<file path="config.mk">
export PLATFORM = sky130hd
export DESIGN_NAME = frm_core
export DESIGN_NICKNAME = d
export VERILOG_FILES = /design/src/common/frm_pkg.sv /design/src/core/frm_nvm.sv /design/src/core/frm_core.sv
export SDC_FILE = /design/constraint.sdc
export NUM_CORES = 1
export LEC_CHECK = 0
export BUFFER_PORTS_ARGS = -buffer_cell sky130_fd_sc_hd__buf_2
export CORE_MARGIN = 2
export CORE_UTILIZATION = 57
export DETAILED_ROUTE_END_ITERATION = 16
export PLACE_DENSITY = 0.85
export SLEW_MARGIN = 10
export SYNTH_ARGS = -nofsm -noshare
export SYNTH_HDL_FRONTEND = slang
export SYNTH_SLANG_ARGS = --single-unit
</file>
<file path="constraint.sdc">
create_clock -name clk -period 2.3 [get_ports clk]
set_clock_uncertainty 0.1 [all_clocks]
set_input_delay 0.115 -clock clk [delete_from_list [all_inputs] [get_ports clk]]
set_output_delay 0.115 -clock clk [all_outputs]
set_load 0.03 [all_outputs]
</file>
<file path="src/common/frm_pkg.sv">
// Shared constants and types for the fault reaction and configuration load block.
// Assumes a 32-bit AHB-Lite register port and a single 50 MHz clock.
package frm_pkg;

  // Register byte addresses on the bus.
  localparam logic [7:0] ADDR_STATUS = 8'h00;
  localparam logic [7:0] ADDR_LATCH = 8'h04;
  localparam logic [7:0] ADDR_CFG = 8'h08;
  localparam logic [7:0] ADDR_TAG = 8'h0C;
  localparam logic [7:0] ADDR_FCLR = 8'h10;
  localparam logic [7:0] ADDR_LCLR = 8'h14;
  localparam logic [7:0] ADDR_NVM = 8'h18;
  localparam logic [7:0] ADDR_STATE = 8'h1C;

  // Decoded register indices.
  localparam logic [3:0] REG_STATUS = 4'h0;
  localparam logic [3:0] REG_LATCH = 4'h1;
  localparam logic [3:0] REG_CFG = 4'h2;
  localparam logic [3:0] REG_TAG = 4'h3;
  localparam logic [3:0] REG_FCLR = 4'h4;
  localparam logic [3:0] REG_LCLR = 4'h5;
  localparam logic [3:0] REG_NVM = 4'h6;
  localparam logic [3:0] REG_STATE = 4'h7;
  localparam logic [3:0] REG_NONE = 4'hF;

  // Status flag positions.
  localparam int ST_OCP = 0;
  localparam int ST_LR = 3;
  localparam int ST_WD_DRV = 4;
  localparam int ST_WD_BUCK = 5;
  localparam int ST_WD_CP = 6;
  localparam int ST_WD_OTH = 7;
  localparam int ST_OTS = 8;
  localparam int ST_OTW = 9;
  localparam int ST_NVM = 10;
  localparam int ST_W = 11;

  // Latch positions.
  localparam int LT_OCP_HIZ = 0;
  localparam int LT_OCP_BRK = 3;
  localparam int LT_LR = 4;
  localparam int LT_WD_BRK = 5;
  localparam int LT_OTS = 6;
  localparam int LT_NVM = 7;
  localparam int LT_W = 8;

  // Configuration word fields.
  localparam int CF_OCP_LATCH = 0;
  localparam int CF_OCP_BRK = 3;
  localparam int CF_WD_BRK = 4;
  localparam int CF_PAT = 5;
  localparam logic [15:0] CFG_MASK = 16'h00FF;

  // Priority codes, smaller wins.
  localparam logic [3:0] PRIO_OTS = 4'h3;
  localparam logic [3:0] PRIO_OCP = 4'h4;
  localparam logic [3:0] PRIO_LR = 4'h5;
  localparam logic [3:0] PRIO_WD = 4'h6;
  localparam logic [3:0] PRIO_NVM = 4'h7;
  localparam logic [3:0] PRIO_OTW = 4'h8;
  localparam logic [3:0] PRIO_NONE = 4'hF;

  // Factory content of the one-time store; values are arbitrary.
  localparam logic [15:0] NVM_CFG_RST = 16'h0000;
  localparam logic [15:0] NVM_TAG_RST = 16'h0000;
  localparam int NVM_WORDS = 2;

  localparam logic [31:0] RDATA_RST = 32'h0000_0000;
  localparam logic [2:0] PAT_RST = 3'h0;

  typedef enum logic [1:0] {
    FS_LOAD = 2'b00,
    FS_STANDBY = 2'b01,
    FS_ACTIVE = 2'b11,
    FS_STOP = 2'b10
  } frm_state_e;

endpackage

</file>
<file path="src/core/frm_nvm.sv">
// One-time-programmable configuration store with indexed read port.
// Assumes nvm_init_n is pulsed once at simulated manufacture only; it is not the power-on reset.
`timescale 1ns/100ps
module frm_nvm
  import frm_pkg::*;
(
  input wire logic clk,
  input wire logic nvm_init_n,
  input wire logic rd_idx,
  output logic [15:0] rd_data,
  input wire logic prog_req,
  input wire logic [15:0] prog_cfg,
  input wire logic [15:0] prog_tag,
  output logic used,
  output logic rejected
);

  typedef struct packed {
    logic [NVM_WORDS-1:0][15:0] mem;
    logic used;
    logic rejected;
  } frm_nvm_s;

  frm_nvm_s s_r;
  frm_nvm_s s_nxt;

  always_comb begin
    s_nxt = s_r;
    s_nxt.rejected = 1'b0;
    if (prog_req) begin
      if (s_r.used) begin
        s_nxt.rejected = 1'b1;
      end else begin
        s_nxt.mem[0] = prog_cfg;
        s_nxt.mem[1] = prog_tag;
        s_nxt.used = 1'b1;
      end
    end
  end

  always_ff @(posedge clk) begin
    if (!nvm_init_n) begin
      s_r.mem[0] <= NVM_CFG_RST;
      s_r.mem[1] <= NVM_TAG_RST;
      s_r.used <= 1'b0;
      s_r.rejected <= 1'b0;
    end else begin
      s_r <= s_nxt;
    end
  end

  assign rd_data = s_r.mem[rd_idx];
  assign used = s_r.used;
  assign rejected = s_r.rejected;

endmodule

</file>
<file path="src/core/frm_core.sv">
// Fault reaction manager with start-up mirroring of the one-time configuration store.
// Assumes an AHB-Lite master with this block as the only slave and synchronous fault inputs.
// How it works
// - Smallest priority code with a requested reaction chooses it.
// - Latched phase overcurrent forces gates high-impedance.
// - Overcurrent brake enable brakes and latches fault.
// - Locked rotor latches, reports, stops until toggle.
// - Enable watchdog overflow tri-states and reports.
// - Buck watchdog overflow gets no reaction.
// - Charge pump watchdog reports, blocks start-up.
// - Other watchdogs brake and latch when enabled.
// - Overtemperature shutdown latches, reports, tri-states.
// - Overtemperature warning only sets a status flag.
// - Store fault latches, reports, tri-states always.
// - Working configuration is volatile, lost on reset.
// - Start-up copies stored defaults into working configuration.
// - Store accepts one programming, rejects later ones.
// - Software may rewrite working configuration anytime.
// - Readable user tag stored with configuration.
// - Plain faults and latches cleared separately.
//
// The implementer's own choices: the AHB-Lite slave port and the register addresses.
`timescale 1ns/100ps
module frm_core
  import frm_pkg::*;
(
  input wire logic clk,
  input wire logic rst_n,
  input wire logic nvm_init_n,
  input wire logic hsel,
  input wire logic [31:0] haddr,
  input wire logic [1:0] htrans,
  input wire logic hwrite,
  input wire logic [2:0] hsize,
  input wire logic [31:0] hwdata,
  input wire logic hready,
  output logic hreadyout,
  output logic [31:0] hrdata,
  output logic hresp,
  input wire logic driver_enable_pin,
  input wire logic [2:0] ocp_event,
  input wire logic locked_rotor_ovf,
  input wire logic wd_drv_ovf,
  input wire logic wd_buck_ovf,
  input wire logic wd_cp_ovf,
  input wire logic wd_other_ovf,
  input wire logic overtemp_shutdown,
  input wire logic overtemp_warning,
  input wire logic nvm_read_fault,
  output logic gate_hiz,
  output logic brake_active,
  output logic [2:0] brake_pattern,
  output logic fault_out_n
);

  typedef struct packed {
    frm_state_e fsm;
    logic ld_idx;
    logic [15:0] cfg;
    logic [15:0] tag;
    logic [ST_W-1:0] st;
    logic [LT_W-1:0] lat;
    logic cp_block;
    logic prog_req;
    logic prog_err;
    logic gate_hiz;
    logic brake;
    logic [2:0] pat;
    logic fault_n;
    logic [3:0] prio;
    logic ap_wr;
    logic ap_rd;
    logic [3:0] ap_reg;
    logic rd_wait;
    logic hready;
    logic [31:0] hrdata;
  } frm_core_s;

  frm_core_s s_r;
  frm_core_s s_nxt;

  logic [15:0] nvm_rd_data;
  logic nvm_used;
  logic nvm_rejected;

  frm_nvm u_nvm (
    .clk(clk),
    .nvm_init_n(nvm_init_n),
    .rd_idx(s_r.ld_idx),
    .rd_data(nvm_rd_data),
    .prog_req(s_r.prog_req),
    .prog_cfg(s_r.cfg),
    .prog_tag(s_r.tag),
    .used(nvm_used),
    .rejected(nvm_rejected)
  );

  // Byte address to register index; anything else is unmapped.
  function automatic logic [3:0] reg_decode(input logic [31:0] a);
    logic [3:0] r;
    r = REG_NONE;
    if (a[31:8] == 24'h00_0000) begin
      unique case (a[7:0])
        ADDR_STATUS: r = REG_STATUS;
        ADDR_LATCH: r = REG_LATCH;
        ADDR_CFG: r = REG_CFG;
        ADDR_TAG: r = REG_TAG;
        ADDR_FCLR: r = REG_FCLR;
        ADDR_LCLR: r = REG_LCLR;
        ADDR_NVM: r = REG_NVM;
        ADDR_STATE: r = REG_STATE;
        default: r = REG_NONE;
      endcase
    end
    return r;
  endfunction

  // Smallest priority code with a request, or PRIO_NONE.
  function automatic logic [3:0] top_prio(input logic [8:0] req);
    logic [3:0] p;
    p = PRIO_NONE;
    for (int i = 8; i >= 0; i--) begin
      if (req[i]) begin
        p = 4'(i);
      end
    end
    return p;
  endfunction

  logic active;
  logic [ST_W-1:0] ev;
  logic [LT_W-1:0] lat_set;
  logic [8:0] pend;
  logic [8:0] hiz_req;
  logic [8:0] brk_req;
  logic [3:0] act_prio;
  logic report;
  logic hiz_latched;
  logic [3:0] wr_reg;
  logic [3:0] ad_reg;
  logic ad_valid;

  always_comb begin
    active = (s_r.fsm == FS_ACTIVE);
    ev = '0;
    ev[ST_OCP +: 3] = ocp_event & {3{active}};
    ev[ST_LR] = locked_rotor_ovf & active;
    ev[ST_WD_DRV] = wd_drv_ovf & active;
    ev[ST_WD_BUCK] = wd_buck_ovf;
    ev[ST_WD_CP] = wd_cp_ovf & (s_r.fsm == FS_STANDBY);
    ev[ST_WD_OTH] = wd_other_ovf & active;
    ev[ST_OTS] = overtemp_shutdown & active;
    ev[ST_OTW] = overtemp_warning & active;
    ev[ST_NVM] = nvm_read_fault | s_r.prog_err;

    lat_set = '0;
    lat_set[LT_OCP_HIZ +: 3] = ev[ST_OCP +: 3] & s_r.cfg[CF_OCP_LATCH +: 3];
    lat_set[LT_OCP_BRK] = (|ev[ST_OCP +: 3]) & s_r.cfg[CF_OCP_BRK];
    lat_set[LT_LR] = ev[ST_LR];
    lat_set[LT_WD_BRK] = ev[ST_WD_OTH] & s_r.cfg[CF_WD_BRK];
    lat_set[LT_OTS] = ev[ST_OTS];
    lat_set[LT_NVM] = ev[ST_NVM];

    // Pending work and requested reaction per priority code.
    pend = '0;
    hiz_req = '0;
    brk_req = '0;
    pend[PRIO_OTS] = s_r.lat[LT_OTS];
    pend[PRIO_OCP] = (|s_r.st[ST_OCP +: 3]) | (|s_r.lat[LT_OCP_HIZ +: 4]);
    pend[PRIO_LR] = s_r.lat[LT_LR];
    pend[PRIO_WD] = s_r.st[ST_WD_DRV] | s_r.st[ST_WD_CP] | s_r.st[ST_WD_OTH]
                    | s_r.lat[LT_WD_BRK];
    pend[PRIO_NVM] = s_r.lat[LT_NVM];
    pend[PRIO_OTW] = s_r.st[ST_OTW];
    hiz_req[PRIO_OTS] = s_r.lat[LT_OTS];
    hiz_req[PRIO_OCP] = |s_r.lat[LT_OCP_HIZ +: 3];
    brk_req[PRIO_OCP] = s_r.lat[LT_OCP_BRK];
    hiz_req[PRIO_LR] = s_r.lat[LT_LR];
    hiz_req[PRIO_WD] = s_r.st[ST_WD_DRV];
    brk_req[PRIO_WD] = s_r.lat[LT_WD_BRK];
    hiz_req[PRIO_NVM] = s_r.lat[LT_NVM];
    act_prio = top_prio(hiz_req | brk_req);

    report = (|s_r.st[ST_OCP +: 3]) | s_r.st[ST_WD_DRV] | s_r.st[ST_WD_CP]
             | (|s_r.lat);
    hiz_latched = (|s_r.lat[LT_OCP_HIZ +: 3]) | s_r.lat[LT_LR] | s_r.lat[LT_OTS]
                  | s_r.lat[LT_NVM] | s_r.st[ST_WD_DRV];

    ad_valid = hsel & hready & htrans[1];
    ad_reg = reg_decode(haddr);
    wr_reg = s_r.ap_wr ? s_r.ap_reg : REG_NONE;
  end

  always_comb begin
    s_nxt = s_r;
    s_nxt.prog_req = 1'b0;
    s_nxt.prog_err = 1'b0;
    s_nxt.st = s_r.st | ev;
    s_nxt.lat = s_r.lat | lat_set;

    if (wr_reg == REG_FCLR && hwdata[0]) begin
      s_nxt.st = ev;
      s_nxt.cp_block = 1'b0;
    end
    if (wr_reg == REG_LCLR && hwdata[0]) begin
      s_nxt.lat = (s_r.lat & (LT_W'(1) << LT_LR)) | lat_set;
    end
    if (wr_reg == REG_CFG) begin
      s_nxt.cfg = hwdata[15:0] & CFG_MASK;
    end
    if (wr_reg == REG_TAG) begin
      s_nxt.tag = hwdata[15:0];
    end
    if (wr_reg == REG_NVM && hwdata[0]) begin
      s_nxt.prog_req = 1'b1;
    end
    if (nvm_rejected) begin
      s_nxt.prog_err = 1'b0;
    end

    unique case (s_r.fsm)
      FS_LOAD: begin
        if (!s_r.ld_idx) begin
          s_nxt.cfg = nvm_rd_data & CFG_MASK;
          s_nxt.ld_idx = 1'b1;
        end else begin
          s_nxt.tag = nvm_rd_data;
          s_nxt.ld_idx = 1'b0;
          s_nxt.fsm = FS_STANDBY;
        end
      end
      FS_STANDBY: begin
        if (ev[ST_WD_CP]) begin
          s_nxt.cp_block = 1'b1;
        end
        if (driver_enable_pin && !s_r.cp_block && !ev[ST_WD_CP] && !hiz_latched) begin
          s_nxt.fsm = FS_ACTIVE;
        end
      end
      FS_ACTIVE: begin
        if (!driver_enable_pin) begin
          s_nxt.fsm = FS_STANDBY;
        end else if (hiz_latched) begin
          s_nxt.fsm = FS_STOP;
        end
      end
      FS_STOP: begin
        if (!driver_enable_pin) begin
          s_nxt.fsm = FS_STANDBY;
        end
      end
    endcase

    if (!driver_enable_pin) begin
      s_nxt.lat[LT_LR] = lat_set[LT_LR];
    end

    // Outputs follow the winning reaction; the gates stay off outside the active state.
    s_nxt.prio = top_prio(pend);
    s_nxt.brake = active && act_prio != PRIO_NONE && !hiz_req[act_prio];
    s_nxt.gate_hiz = !active || (act_prio != PRIO_NONE && hiz_req[act_prio]);
    s_nxt.pat = s_r.cfg[CF_PAT +: 3];
    s_nxt.fault_n = !report;

    // Reads take one wait state so that a write just before is already visible.
    s_nxt.ap_wr = 1'b0;
    s_nxt.ap_rd = 1'b0;
    s_nxt.hready = 1'b1;
    if (s_r.rd_wait) begin
      s_nxt.rd_wait = 1'b0;
      s_nxt.hrdata = RDATA_RST;
      unique case (s_r.ap_reg)
        REG_STATUS: s_nxt.hrdata[ST_W-1:0] = s_r.st;
        REG_LATCH: s_nxt.hrdata[LT_W-1:0] = s_r.lat;
        REG_CFG: s_nxt.hrdata[15:0] = s_r.cfg;
        REG_TAG: s_nxt.hrdata[15:0] = s_r.tag;
        REG_NVM: s_nxt.hrdata[1:0] = {s_r.lat[LT_NVM], nvm_used};
        REG_STATE: s_nxt.hrdata[9:0] = {s_r.cp_block, s_r.fault_n, s_r.prio, s_r.fsm,
                                        s_r.brake, s_r.gate_hiz};
        default: s_nxt.hrdata = RDATA_RST;
      endcase
    end else if (ad_valid) begin
      s_nxt.ap_reg = ad_reg;
      if (hwrite) begin
        s_nxt.ap_wr = 1'b1;
      end else begin
        s_nxt.ap_rd = 1'b1;
        s_nxt.rd_wait = 1'b1;
        s_nxt.hready = 1'b0;
      end
    end
  end

  always_ff @(posedge clk) begin
    if (!rst_n) begin
      s_r.fsm <= FS_LOAD;
      s_r.ld_idx <= 1'b0;
      s_r.cfg <= '0;
      s_r.tag <= '0;
      s_r.st <= '0;
      s_r.lat <= '0;
      s_r.cp_block <= 1'b0;
      s_r.prog_req <= 1'b0;
      s_r.prog_err <= 1'b0;
      s_r.gate_hiz <= 1'b1;
      s_r.brake <= 1'b0;
      s_r.pat <= PAT_RST;
      s_r.fault_n <= 1'b1;
      s_r.prio <= PRIO_NONE;
      s_r.ap_wr <= 1'b0;
      s_r.ap_rd <= 1'b0;
      s_r.ap_reg <= REG_NONE;
      s_r.rd_wait <= 1'b0;
      s_r.hready <= 1'b1;
      s_r.hrdata <= RDATA_RST;
    end else begin
      s_r <= s_nxt;
    end
  end

  assign hreadyout = s_r.hready;
  assign hrdata = s_r.hrdata;
  assign hresp = 1'b0;
  assign gate_hiz = s_r.gate_hiz;
  assign brake_active = s_r.brake;
  assign brake_pattern = s_r.pat;
  assign fault_out_n = s_r.fault_n;

endmodule

</file>
==> impl_results.md <==
* Yosys top cell by area: dfxtp_1
* Util after Layout at 0.736
* Worst Hold Class: in2reg
* FFs w/ async S/R, synth at 0
* CP arrival at around 2.5 ns
* WP data required at ~2.6 ns
* Hold-fix buffers, CTS at 42
* Most common cell in the netlist: dfxtp_1
* Total track usage at 0.293
* Detailed Place HPWL at 8610 um
* Worst path top cell family by delay: simple AND/OR/NAND/NOR gates
* Area grow syn2layout at 26.0%
* TritonCTS clock tree: done
* Final worst slack at 0.0686 ns
* Worst-Skew Late Latency at 0.52 ns
* Clock Tree Root: clkbuf_8
* Cell variety after synth at 56
* Final Hold Viols at 0
* Vias per cell at 5.82
* Initial Utilization at 0.584
* Setup TNS at 0 ns
* RePlAce Congestion at 0.897
* Maximum fanout along the worst path at 4
* Largest net degree at the start of global routing at 33
* Critical path's slowest cell: or4_4
* Register Area at approximately 2300 um^2
* Layout cell share with drive strength beyond 1 at 0.209
* Die X at slightly below 100 um
* Final WL at 13900 um
* Worst Setup End Kind: flip-flop
* Post-synth EDFFs at 0
* Crit-path cells: and4b_1 -> nand2_1 -> or4_4 -> o22a_1 -> dlygate4sd3_1
* Worst-path clk slew at 0.06 ns
* Via count at 4583
* CP max stage delay at 0.58 ns
* Nets at 754
* Relative slew slack at 0.617
* Most area-consuming cells after synthesis: dfxtp_1, mux2i_1, buf_4
* Pins Over Slew Limit at 0
* CP Launch Type: flip-flop
* Core Rows at 34
* LEAKAGE at 0.00273 uW
* Clk buf depth at 2
* Clock Sinks at 114
* H-tree levels at 4
* Power Density at 823 nW/um^2
* Setup Crit Path Kind: reg2reg
* Finished Layout Cells at between 700 and 800
* Ys Warns at 0
* First DRT Iteration DRCs at between 300 and 400
* DRT Pass-1 Iters at 5
* TritonCTS Buffers at 17
* PortBufs at between 80 and 90
* Primary FF master, synth: dfxtp_1
* DRC at 0
* Worst path bufs/invs at 1
* Synth Instances at around 570
* Core area at 8640 um^2
* Number of setup buffers added after CTS at 0
* Slew @ Worst Pin at between 0.5 and 0.6 ns
* Peak VDD IR at 0.655 mV
* Synthesized area at between 5000 and 6000 um^2
* Area of the multi-input gates at 2350 um^2
* Gr ovfl total at 0
* I/O pin count at between 100 and 150
* Wire per inst at 17.6 um
* Fill count at 594
* Final-report setup violation count at 0
* Dpl cells at 714
* Diodes inserted at 0
* Die footprint at 9610 um^2
* Status: complete, no violations
* Fin area at 6350 um^2
* Vias in the first global route at 4551
* Fmax at 0.448 GHz
* Die H at between 90 and 100 um
* ANT nets after route at 0
* Global-route wire length before repair at 22400 um
* RSZ-0062 raised after global routing: false
* Synth Register Bits at 114
* Max-cap viol count at 0
* Final worst path period share at 0.970
* Pre-CTS setup slack at between 0.5 and 0.6 ns
* Initial antenna violation count at 1
* Min cycle time layout at approximately 2.2 ns
* Post-CTS Resized at 0
* Placed instance area at ~5300 um^2
* Post-synth top area share at 0.453
* Seq/Total Area, Yosys at 0.453
* Synth top cells by count: dfxtp_1, nand2_1, a21oi_1, buf_4, mux2i_1
* Synthesized area per cell at roughly 8.9 um^2
worst reg2reg max path, cell delays in order, from the launching register on:
cell,delay (ns)
dfxtp_1,0.30
and4b_1,0.30
nand2_1,0.08
or4_4,0.58
o22a_1,0.20
dlygate4sd3_1,0.56
path summary, 6_finish.rpt:
check                           depth (start not counted)        end  startpoint  slack [ns]
worst min register to register                          2  hrdata[3]   hrdata[3]        0.35
worst max-delay path                                    5    s_r[36]     s_r[33]        0.07
worst max register to register                          5    s_r[36]     s_r[33]        0.07
worst min-delay path                                    4    s_r[37]        hsel        0.17
sequential cells by signal, summed over array words and instances (netlist names):
name,count
s_r,56
u_nvm.s_r,24
hrdata,16
hiz_req,4
brake_pattern,3
s_nxt,3
brk_req,2
brake_active,1
fault_out_n,1
gate_hiz,1
hreadyout,1
pend,1
u_nvm.used,1
layout by cell type, fill, tap and decap left out, types with 11 or more instances in the layout:
cell type | netlist | routed
nand2b_1 | 11 | 11
a21boi_1 | 24 | 24
mux2i_1 | 31 | 31
o21ai_1 | 11 | 11
clkbuf_16 | 0 | 16
and2_1 | 14 | 14
nand2_1 | 71 | 71
nor2_1 | 28 | 28
buf_2 | 12 | 89
conb_1 | 1 | 17
dfxtp_1 | 114 | 114
o21ai_0 | 26 | 26
dlygate4sd3_1 | 0 | 42
a21oi_1 | 48 | 48
a22oi_1 | 11 | 11
buf_4 | 37 | 11
metrics by stage:
stage	hold WS (ns)	total power [uW]
6_report	0.167	5230
4_1_cts	0.128	5220
5_1_grt	0.202	5390
2_1_floorplan	0.124	2440
3_3_place_gp	0.223	2560
3_5_place_dp	0.235	2580
per-layer routing:
| metal | global-route usage | vias to the layer above | routed length, um |
|---|---|---|---|
| met1 | 0.357 | 2124 | 5490 |
| met2 | 0.493 | 264 | 6750 |
| met5 | 0 | - | 0 |
| li1 | - | 2157 | - |
| met3 | 0.0795 | 38 | 1270 |
| met4 | 0.115 | 0 | 360 |
kinds of logic (layout without fill, tap and decap cells):
group,count (synthesis),in the layout,synth area share
buf+inv,83,181,0.0923
mux,40,40,0.0883
flops,114,114,0.453
compound gates,153,153,0.192
other cells,1,17,0.000744
simple gates,175,175,0.174
cell type report:
class | count | area share
well taps | 108 | 0.0213
repair buffers | 142 | 0.149
clock inverters | 10 | 0.0195
multi-input cells | 385 | 0.371
inverters | 7 | 0.00414
flip-flops and latches | 114 | 0.359
clock buffers | 22 | 0.0760
report_power, final:
group	total, uW	switching [uW]	internal, uW
clock network	2610	923	1690
logic	464	259	205
registers	2150	94.0	2060
total	5230	1280	3950
(Power assumes the default switching activity.)
